<file path="src/inc/timer_irq_defines.vh">
`ifndef TIMER_IRQ_DEFINES_VH
`define TIMER_IRQ_DEFINES_VH

// ==========================================================
// Register byte offsets on the APB window
// ==========================================================
`define OFS_TMODE 8'h00
`define OFS_CNT1 8'h04
`define OFS_PRE1 8'h08
`define OFS_CNT0 8'h0C
`define OFS_PRE0 8'h10
`define OFS_PRIO 8'h14
`define OFS_IREQ 8'h18
`define OFS_IMASK 8'h1C
`define OFS_P3MODE 8'h20
`define OFS_P3IN 8'h24
`define OFS_PWR 8'h28

// ==========================================================
// Field positions
// ==========================================================
`define TM_LOAD0 0
`define TM_RUN0 1
`define TM_LOAD1 2
`define TM_RUN1 3
`define TM_TIN_LO 4
`define TM_TIN_HI 5
`define PRE_EXT 0
`define PRE_CONT 1
`define PRE_DIV_LO 2
`define PRE_DIV_HI 7
`define MASK_GLOBAL 7
`define P3M_ANALOG 1

// ==========================================================
// Timer input modes
// ==========================================================
`define TIN_CLOCK 2'h0
`define TIN_GATE 2'h1
`define TIN_TRIG 2'h2
`define TIN_RETRIG 2'h3

// ==========================================================
// Reset values and fixed figures
// ==========================================================
`define RST_BYTE 8'h00
`define RST_PRIO 3'h0
`define RST_REQ 6'h00
`define INT_DIV_LAST 2'h3
`define RESTART_ADDR 16'h000C
`define NUM_REQ 6

`endif

</file>
<file path="src/design/timer_interrupt_subsystem.v">
// Contract
// - Three fixed input lines, digital or analog, feeding requests and timer.
// - Second comparator requests on both edges, first on falling only.
// - Comparators off: threshold pin is digital input and edge source.
// - Two independent 8-bit counters, each behind a 6-bit prescaler.
// - Second timer takes internal or external clock; first internal only.
// - Prescaler divides by any value 1 through 64.
// - Counter decrements per prescaler pulse from a load of 1 to 256.
// - Counter and prescaler both ending raise that timer's request.
// - Start, stop, resume, restart; single-pass or continuous reload.
// - Counters readable without disturbance; prescalers write only.
// - Second timer clock is internal clock over four or the input line.
// - Timer input acts as clock, retrigger, one-shot trigger or gate.
// - Six maskable prioritised requests: three falls, one rise, two timers.
// - Mask enables requests globally and individually.
// - Programmable priority encoder selects among pending requests.
// - Grant disables further interrupts and branches to its vector.
// - Each vector is two bytes holding a 16-bit routine address.
// - Vector pairs follow request order, bytes 0,1 up to 10,11.
// - Masked requests still latch so software can poll them.
// - HALT stops CPU clock; timers and edges run; interrupt wakes.
// - STOP halts clocks until reset; a low stop-release pin when STOP executes restarts instead.
// - Release by pin restarts at 000C keeping port mode registers.
`timescale 1ns/1ps
`include "timer_irq_defines.vh"

module timer_interrupt_subsystem
(
    // Clock and reset
    input wire clk_sys_i,
    input wire arst_n_i,
    // APB slave
    input wire [7:0] paddr_i,
    input wire psel_i,
    input wire penable_i,
    input wire pwrite_i,
    input wire [31:0] pwdata_i,
    output wire [31:0] prdata_o,
    output wire pready_o,
    output wire pslverr_o,
    // Input lines and comparators
    input wire analog_in_first_pin_i,
    input wire analog_in_second_pin_i,
    input wire comparator_threshold_pin_i,
    input wire first_comparator_input_i,
    input wire second_comparator_input_i,
    input wire stop_release_pin_i,
    output wire comparator_enable_o,
    output wire [2:0] port_lines_o,
    // CPU core
    input wire irq_ack_i,
    input wire irq_return_i,
    input wire halt_exec_i,
    input wire stop_exec_i,
    output wire irq_req_o,
    output wire [15:0] irq_vector_o,
    output wire cpu_clk_en_o,
    output wire osc_en_o,
    output wire stop_restart_o,
    output wire [15:0] restart_addr_o,
    output wire port_mode_keep_o
);

// ==========================================================
// Functions
// ==========================================================
function addr_hit;
    input [7:0] a;
    begin
        addr_hit = (a == `OFS_TMODE) || (a == `OFS_CNT1) ||
            (a == `OFS_PRE1) || (a == `OFS_CNT0) ||
            (a == `OFS_PRE0) || (a == `OFS_PRIO) ||
            (a == `OFS_IREQ) || (a == `OFS_IMASK) ||
            (a == `OFS_P3MODE) || (a == `OFS_P3IN) ||
            (a == `OFS_PWR);
    end
endfunction

// Rotating order: start index first, then upward, wrapping at six
function [2:0] pick;
    input [5:0] p;
    input [2:0] start;
    integer k;
    integer j;
    begin
        pick = 3'h0;
        for (k = `NUM_REQ - 1; k >= 0; k = k - 1)
        begin
            j = (start + k) % `NUM_REQ;
            if (p[j])
                pick = j[2:0];
        end
    end
endfunction

// ==========================================================
// Registers and wires
// ==========================================================
reg [7:0] tmode_q;
reg [7:0] init0_q;
reg [7:0] init1_q;
reg [7:0] pre0_q;
reg [7:0] pre1_q;
reg [2:0] prio_q;
reg [5:0] req_q;
reg [5:0] req_d;
reg [7:0] mask_q;
reg [7:0] mask_d;
reg [7:0] p3mode_q;
reg [31:0] prdata_q;
reg [31:0] rd_d;
reg [5:0] sync1_q;
reg [5:0] sync2_q;
reg [2:0] lines_q;
reg [1:0] div4_q;
reg irq_q;
reg [2:0] vec_idx_q;
reg halt_q;
reg stop_q;
reg restart_q;
reg keep_q;

wire wr_en;
wire rd_setup;
wire analog_en;
wire [2:0] lines;
wire [2:0] fall;
wire [2:0] rise;
wire [5:0] req_set;
wire [5:0] pending;
wire [2:0] sel_idx;
wire int_tick;
wire tick0;
wire tick1;
wire trig1;
wire load0;
wire load1;
wire [7:0] cnt0;
wire [7:0] cnt1;
wire act1;
wire eoc0;
wire eoc1;
wire [1:0] tin_mode;

// ==========================================================
// APB decode
// ==========================================================
// Zero wait state; unmapped addresses answer with an error
assign wr_en = psel_i && penable_i && pwrite_i && addr_hit(paddr_i);
assign rd_setup = psel_i && !penable_i && !pwrite_i;
assign pready_o = 1'b1;
assign pslverr_o = psel_i && penable_i && !addr_hit(paddr_i);
assign prdata_o = prdata_q;

always @*
begin
    rd_d = 32'h00000000;
    case (paddr_i)
        `OFS_TMODE: rd_d[7:0] = tmode_q;
        `OFS_CNT1: rd_d[7:0] = cnt1;
        `OFS_CNT0: rd_d[7:0] = cnt0;
        `OFS_IREQ: rd_d[5:0] = req_q;
        `OFS_IMASK: rd_d[7:0] = mask_q;
        `OFS_P3MODE: rd_d[7:0] = p3mode_q;
        `OFS_P3IN: rd_d[2:0] = lines;
        `OFS_PWR: rd_d[1:0] = {stop_q, halt_q};
        default: rd_d = 32'h00000000;
    endcase
end

// ==========================================================
// Input synchronisers and line selection
// ==========================================================
always @(posedge clk_sys_i or negedge arst_n_i)
begin
    if (!arst_n_i)
    begin
        sync1_q <= 6'h3F;
        sync2_q <= 6'h3F;
        lines_q <= 3'h7;
    end
    else
    begin
        sync1_q <= {stop_release_pin_i, second_comparator_input_i,
            first_comparator_input_i, comparator_threshold_pin_i,
            analog_in_second_pin_i, analog_in_first_pin_i};
        sync2_q <= sync1_q;
        lines_q <= lines;
    end
end

assign analog_en = p3mode_q[`P3M_ANALOG];
// Analog mode routes comparator outputs onto the first two lines
assign lines[0] = analog_en ? sync2_q[3] : sync2_q[0];
assign lines[1] = analog_en ? sync2_q[4] : sync2_q[1];
assign lines[2] = sync2_q[2];
assign fall = lines_q & ~lines;
assign rise = ~lines_q & lines;
assign port_lines_o = lines;
// Comparator supply is cut in STOP
assign comparator_enable_o = analog_en && !stop_q;

// ==========================================================
// Request sources
// ==========================================================
assign req_set[0] = fall[1];
assign req_set[1] = fall[2] && !analog_en;
assign req_set[2] = fall[0];
assign req_set[3] = rise[1];
assign req_set[4] = eoc0;
assign req_set[5] = eoc1;

// ==========================================================
// Timer clocking
// ==========================================================
// Divider freezes in STOP so neither timer advances
always @(posedge clk_sys_i or negedge arst_n_i)
begin
    if (!arst_n_i)
        div4_q <= 2'h0;
    else if (!stop_q)
        div4_q <= div4_q + 2'h1;
end

assign int_tick = (div4_q == `INT_DIV_LAST) && !stop_q;
assign tin_mode = tmode_q[`TM_TIN_HI:`TM_TIN_LO];
assign tick0 = int_tick;
assign tick1 = pre1_q[`PRE_EXT] ? (fall[0] && !stop_q) :
    (int_tick && (tin_mode != `TIN_GATE || lines[0]));
assign trig1 = !pre1_q[`PRE_EXT] && fall[0] &&
    ((tin_mode == `TIN_RETRIG) ||
    (tin_mode == `TIN_TRIG && !act1));
assign load0 = wr_en && paddr_i == `OFS_TMODE && pwdata_i[`TM_LOAD0];
assign load1 = (wr_en && paddr_i == `OFS_TMODE && pwdata_i[`TM_LOAD1])
    || trig1;

down_timer #(
    .CNT_W(8),
    .PRE_W(6)
) u_timer_first (
    .clk_sys_i(clk_sys_i),
    .arst_n_i(arst_n_i),
    .tick_i(tick0),
    .load_i(load0),
    .run_i(tmode_q[`TM_RUN0]),
    .cont_i(pre0_q[`PRE_CONT]),
    .init_count_i(init0_q),
    .pre_div_i(pre0_q[`PRE_DIV_HI:`PRE_DIV_LO]),
    .count_o(cnt0),
    .active_o(),
    .eoc_o(eoc0)
);

down_timer #(
    .CNT_W(8),
    .PRE_W(6)
) u_timer_second (
    .clk_sys_i(clk_sys_i),
    .arst_n_i(arst_n_i),
    .tick_i(tick1),
    .load_i(load1),
    .run_i(tmode_q[`TM_RUN1]),
    .cont_i(pre1_q[`PRE_CONT]),
    .init_count_i(init1_q),
    .pre_div_i(pre1_q[`PRE_DIV_HI:`PRE_DIV_LO]),
    .count_o(cnt1),
    .active_o(act1),
    .eoc_o(eoc1)
);

// ==========================================================
// Request, mask and grant
// ==========================================================
assign pending = req_q & mask_q[5:0];
assign sel_idx = pick(pending, prio_q);

always @*
begin
    req_d = req_q;
    if (wr_en && paddr_i == `OFS_IREQ)
        req_d = pwdata_i[5:0];
    if (irq_ack_i && irq_q)
        req_d[vec_idx_q] = 1'b0;
    // A new event beats any clear in the same cycle
    req_d = req_d | req_set;
end

always @*
begin
    mask_d = mask_q;
    if (wr_en && paddr_i == `OFS_IMASK)
        mask_d = pwdata_i[7:0];
    if (irq_return_i)
        mask_d[`MASK_GLOBAL] = 1'b1;
    if (irq_ack_i && irq_q)
        mask_d[`MASK_GLOBAL] = 1'b0;
end

always @(posedge clk_sys_i or negedge arst_n_i)
begin
    if (!arst_n_i)
    begin
        req_q <= `RST_REQ;
        mask_q <= `RST_BYTE;
        irq_q <= 1'b0;
        vec_idx_q <= 3'h0;
    end
    else
    begin
        req_q <= req_d;
        mask_q <= mask_d;
        if (irq_ack_i && irq_q)
            irq_q <= 1'b0;
        else
        begin
            irq_q <= mask_q[`MASK_GLOBAL] && (|pending) && !stop_q;
            vec_idx_q <= sel_idx;
        end
    end
end

assign irq_req_o = irq_q;
// Vector pair index times two gives the low byte of the pair
assign irq_vector_o = {12'h000, vec_idx_q, 1'b0};

// ==========================================================
// Software registers
// ==========================================================
// Port mode survives a pin release from STOP; only reset or a bus write changes it
always @(posedge clk_sys_i or negedge arst_n_i)
begin
    if (!arst_n_i)
    begin
        tmode_q <= `RST_BYTE;
        init0_q <= `RST_BYTE;
        init1_q <= `RST_BYTE;
        pre0_q <= `RST_BYTE;
        pre1_q <= `RST_BYTE;
        prio_q <= `RST_PRIO;
        p3mode_q <= `RST_BYTE;
        prdata_q <= 32'h00000000;
    end
    else
    begin
        if (rd_setup)
            prdata_q <= rd_d;
        if (wr_en)
        begin
            case (paddr_i)
                `OFS_TMODE: tmode_q <= pwdata_i[7:0] &
                    8'h3A;
                `OFS_CNT1: init1_q <= pwdata_i[7:0];
                `OFS_PRE1: pre1_q <= pwdata_i[7:0];
                `OFS_CNT0: init0_q <= pwdata_i[7:0];
                `OFS_PRE0: pre0_q <= pwdata_i[7:0] &
                    8'hFE;
                `OFS_PRIO: prio_q <= pwdata_i[2:0];
                `OFS_P3MODE: p3mode_q <= pwdata_i[7:0];
                default: prio_q <= prio_q;
            endcase
        end
    end
end

// ==========================================================
// HALT and STOP
// ==========================================================
always @(posedge clk_sys_i or negedge arst_n_i)
begin
    if (!arst_n_i)
    begin
        halt_q <= 1'b0;
        stop_q <= 1'b0;
        restart_q <= 1'b0;
        keep_q <= 1'b0;
    end
    else
    begin
        restart_q <= 1'b0;
        if (irq_q)
            halt_q <= 1'b0;
        else if (halt_exec_i)
            halt_q <= 1'b1;
        if (stop_exec_i && !stop_q)
        begin
            // Synchronised pin, two cycles behind the pad, sampled when STOP executes
            if (!sync2_q[5])
            begin
                restart_q <= 1'b1;
                keep_q <= 1'b1;
            end
            else
                stop_q <= 1'b1;
        end
    end
end

assign cpu_clk_en_o = !halt_q && !stop_q;
assign osc_en_o = !stop_q;
assign stop_restart_o = restart_q;
assign restart_addr_o = `RESTART_ADDR;
assign port_mode_keep_o = keep_q;

endmodule // timer_interrupt_subsystem

</file>
<file path="src/design/down_timer.v">
`timescale 1ns/1ps
`include "timer_irq_defines.vh"

module down_timer
#(
    parameter CNT_W = 8,
    parameter PRE_W = 6
)
(
    // Clock and reset
    input wire clk_sys_i,
    input wire arst_n_i,
    // Control
    input wire tick_i,
    input wire load_i,
    input wire run_i,
    input wire cont_i,
    input wire [CNT_W-1:0] init_count_i,
    input wire [PRE_W-1:0] pre_div_i,
    // Status
    output wire [CNT_W-1:0] count_o,
    output wire active_o,
    output wire eoc_o
);

reg [CNT_W-1:0] count_q;
reg [PRE_W-1:0] pre_q;
reg active_q;
reg eoc_q;

// ==========================================================
// Prescaler and counter
// ==========================================================
// Zero in either field stands for the full range (64 / 256)
always @(posedge clk_sys_i or negedge arst_n_i)
begin
    if (!arst_n_i)
    begin
        count_q <= {CNT_W{1'b0}};
        pre_q <= {PRE_W{1'b0}};
        active_q <= 1'b0;
        eoc_q <= 1'b0;
    end
    else
    begin
        eoc_q <= 1'b0;
        if (load_i)
        begin
            count_q <= init_count_i;
            pre_q <= pre_div_i;
            active_q <= 1'b1;
        end
        else if (tick_i && run_i && active_q)
        begin
            if (pre_q == {{(PRE_W-1){1'b0}}, 1'b1})
            begin
                pre_q <= pre_div_i;
                if (count_q == {{(CNT_W-1){1'b0}}, 1'b1})
                begin
                    eoc_q <= 1'b1;
                    if (cont_i)
                        count_q <= init_count_i;
                    else
                    begin
                        count_q <= {CNT_W{1'b0}};
                        active_q <= 1'b0;
                    end
                end
                else
                    count_q <= count_q - 1'b1;
            end
            else
                pre_q <= pre_q - 1'b1;
        end
    end
end

assign count_o = count_q;
assign active_o = active_q;
assign eoc_o = eoc_q;

endmodule // down_timer

</file>
<file path="config.mk">
export PLATFORM = sky130hd
export DESIGN_NAME = timer_interrupt_subsystem
export DESIGN_NICKNAME = d
export VERILOG_FILES = /design/src/design/timer_interrupt_subsystem.v /design/src/design/down_timer.v
export VERILOG_INCLUDE_DIRS = /design/src /design/src/inc
export SDC_FILE = /design/constraint.sdc
export NUM_CORES = 1
export LEC_CHECK = 0
export BUFFER_PORTS_ARGS = -buffer_cell sky130_fd_sc_hd__buf_2
export CAP_MARGIN = 10
export CORE_MARGIN = 2
export CORE_UTILIZATION = 56
export DETAILED_ROUTE_END_ITERATION = 12
export GPL_TIMING_DRIVEN = 0
export PLACE_DENSITY = 0.89
export RECOVER_POWER = 100
export SYNTH_ARGS = -nofsm -noshare
export SYNTH_HDL_FRONTEND = slang
export SYNTH_HIERARCHICAL = 1
export SYNTH_SLANG_ARGS = --single-unit
export TNS_END_PERCENT = 100
</file>
<file path="constraint.sdc">
create_clock -name clk_sys_i -period 5.7 [get_ports clk_sys_i]
set_clock_uncertainty 0.1 [all_clocks]
set_input_delay 0 -clock clk_sys_i [delete_from_list [all_inputs] [get_ports clk_sys_i]]
set_output_delay 0 -clock clk_sys_i [all_outputs]
set_load 0.03 [all_outputs]
</file>
==> results.md <==
* Rows at 42
* CTS buffer count at 17
* Setup violations, final at 0
* Synth Flop Type: dfrtp_1
* Die area at 14300 um^2
* CTS tree: yes
* Hold depth at 4
* Synth area leader: dfrtp_1
* DR vias/cell at approximately 5.9
* Pleak at roughly 4.2 nW
* Chip Width at 120 um
* Max Cap Violations at 1
* Hpwl dp at about 13000 um
* Synth warnings at 6
* Worst EP required at around 6 ns
* Remaining antenna violation count at 0
* Total GRT Usage at 0.273
* HP Class: in -> reg
* Cells along the critical path: dlygate4sd3_1, clkbuf_1, a21o_1, a21oi_1, and4_1, clkbuf_1, nand2_1, o22ai_1, clkbuf_1, a21oi_1, a221oi_1, a21oi_1
* Root Buffer: clkbuf_16
* CP max FO at 10
* WL/cell at roughly 18 um
* CTS H-tree depth at 4
* Failing checks: capacitance limit, slew limit
* Most common cell in the synthesized netlist: dfrtp_1
* Largest net degree at the start of global routing at between 70 and 80
* Post-synth EDFFs at 0
* Synth cell types at 85
* Pwr/cell area at 259 nW/um^2
* Highest metal used: met4
* Max Slew Vio Count at 51
* Slew headroom at -0.934
* Drt first pass iters at 8
* Synth area leaders: dfrtp_1 (37%), mux2_2 (6.9%), buf_4 (5.6%)
* Flop2flop setup slack at between 2 and 2.5 ns
* Fmax at ~280 MHz
* Sequential share of the synthesized area at 0.420
* Worst r2r path cells at 13
* Initial Util at 0.571
* Unrepaired setup endpoints after global routing: no
* Initial antenna violation count at 0
* Peak VDD IR at 219 uV
* Status: finished with violations
* First-pass GRT wire length at between 30000 and 40000 um
* Routability cong. at ~0.94
* Height of the die at 120 um
* Vias in the first global route at 6032
* Reg2reg end: vec_idx_q[0]
* Yosys reg bits at roughly 130
* Core footprint at 13100 um^2
* DP Worst Slack at between 2 and 2.5 ns
* GRT Residual Overflow at 0
* Min cycle time layout at around 3.6 ns
* Min-Delay Endpoint: prio_q[2]
* Top cell type's share of synthesized area at 0.367
* Reg2reg start: prio_q[1]
* DRC viols at 0
* CTS max path bufs at 2
* # Post-CTS Setup Buffers at 0
* Syn Std Cell Area at between 7000 and 8000 um^2
* Top Ports at between 100 and 150
* CTS sink cnt at about 130
* Mapped Cells at roughly 740
* DRT Wirelength at approximately 19000 um
* # nets final at 955
* Via count at approximately 6300
* Clock Latency Late Sink at slightly above 0.4 ns
* # diodes at 0
* Fin. Hold Viols at 0
* Tcrit/Tclk final at 0.634
* Post-synth top cells: dfrtp_1 (110), nand2_1 (58), buf_4 (56)
* CTS clock-pin slew for the worst setup and hold paths at 0.06 ns
* Critical Path Max Stage Delay at 0.56 ns
* Initial drt markers at about 840
* Critical path class: in -> reg
* Setup TNS at 0 ns
* Slowest stage cell, crit path: dlygate4sd3_1
* Hold Crit Start: paddr_i[4]
* Syn avg cell area at between 10 and 15 um^2
* Final WS setup at roughly 2.1 ns
* DRT met1 WL at about 7500 um
* CP Launch Type: primary input
* Hold_ws at ~0.083 ns
* Critical Path End Type: flip-flop
* FFs w/ async S/R, synth at 1.00
* Critical Path AT at 3.80 ns
* Metal3 WL at 1370 um
* Slew at the pin with the worst max-slew slack at between 2 and 3 ns
* IO Port Bufs at 50
* Area Overhead vs Synth at 20.2%
* Share of post-route cells with drive strength above 1 at 0.251
* Met2 wire length at about 9700 um
worst max-delay path by stage:
| stage | cells past startpoint | slack (ns) | endpoint | start |
|---|---|---|---|---|
| floorplan | 13 | 2.85 | vec_idx_q[0] | prio_q[1] |
| global placement | 13 | 2.50 | vec_idx_q[0] | prio_q[1] |
| detailed placement | 13 | 2.43 | vec_idx_q[0] | prio_q[1] |
| CTS | 13 | 2.41 | vec_idx_q[0] | prio_q[1] |
| global route | 13 | 1.76 | vec_idx_q[0] | prio_q[1] |
| finish | 12 | 2.08 | u_timer_second/count_o[0] | paddr_i[3] |
repair_timing:
action | CTS | global route
setup endpoints to repair | 0 | 0
gates resized for setup | 0 | 0
hold endpoints to repair | 182 | 0
hold buffers | 22 | 0
power by group:
part / switching (mW) / total (mW) / internal (mW)
Sequential: 0.00976 / 0.915 / 0.905
Clock: 0.398 / 1.24 / 0.845
Combinational: 0.123 / 0.180 / 0.0574
area by class of cell:
| cell class | instances | area (um^2) |
|---|---|---|
| multi-input cells | 545 | 3770 |
| flip-flops and latches | 125 | 3150 |
| fillers | 940 | 4130 |
| clock buffers | 19 | 453 |
| well taps | 176 | 220 |
| repair buffers | 73 | 470 |
| inverters | 43 | 161 |
| clock inverters | 13 | 238 |
| plain buffers | 76 | 553 |
state kept, by name, summed over array words and instances (netlist names), 2 cells and up:
name	cells
div4_q	2
init0_q	8
init1_q	8
lines_q	3
mask_q	8
p3mode_q	8
prdata_o	8
pre0_q	7
pre1_q	8
prio_q	3
req_q	6
sync1_q	6
sync2_q	6
tmode_q	4
u_timer_first/count_o	8
u_timer_first/pre_q	6
u_timer_second/count_o	8
u_timer_second/pre_q	6
vec_idx_q	3
cells by family after synthesis:
family | after synthesis | share of synthesized area
buffers and inverters | 119 | 0.0973
AO/OA/AOI/OAI | 194 | 0.189
AND/OR/NAND/NOR | 209 | 0.155
XOR/XNOR | 4 | 0.00668
multiplexers | 64 | 0.0976
flip-flops | 125 | 0.420
adder cells (fa/ha/maj) | 20 | 0.0332
other | 2 | 0.00100
layout by cell type (no fill, tap or decap), drive strengths merged, types with 6 or more instances in the layout:
cell type	netlist	routed
inv	43	42
dlygate4sd3	0	22
nand2	62	62
nor3b	7	7
nand3	19	19
dfstp	15	15
ha	19	19
buf	68	95
nor2	48	48
a31oi	14	14
clkbuf	8	51
nor3	16	16
a32oi	7	7
nor4	10	10
nand2b	10	10
bufinv	0	6
a222oi	10	10
o21ai	40	40
o22ai	15	15
or3	6	6
a21oi	42	42
mux2i	12	12
mux2	50	50
dfrtp	110	110
a221oi	10	10
conb	2	54
metrics by stage:
stage | area [um^2] | util | total power, mW | instances
final | 9010 | 0.686 | 2.34 | 1070
after global routing | 9010 | 0.686 | 2.40 | 1070
after CTS | 9110 | 0.693 | 2.35 | 1070
after detailed placement | 8200 | 0.624 | 1.10 | 1016
after global placement | 8160 | 0.621 | 1.09 | 1015
after floorplan | 7690 | - | 1.04 | 789
routing by layer:
| layer | vias up | GRT usage |
|---|---|---|
| met4 | 0 | 0.106 |
| met2 | 307 | 0.471 |
| met1 | 3037 | 0.340 |
| li1 | 2887 | - |
| met5 | - | 0 |
| met3 | 51 | 0.0518 |
worst max-delay path: cells and delay by family:
family	cells	cell delay [ns]
AND/OR/NAND/NOR	2	0.55
AO/OA/AOI/OAI	6	1.65
buffers and inverters	4	1.60
No activity file was read; power rests on OpenSTA's default activity.
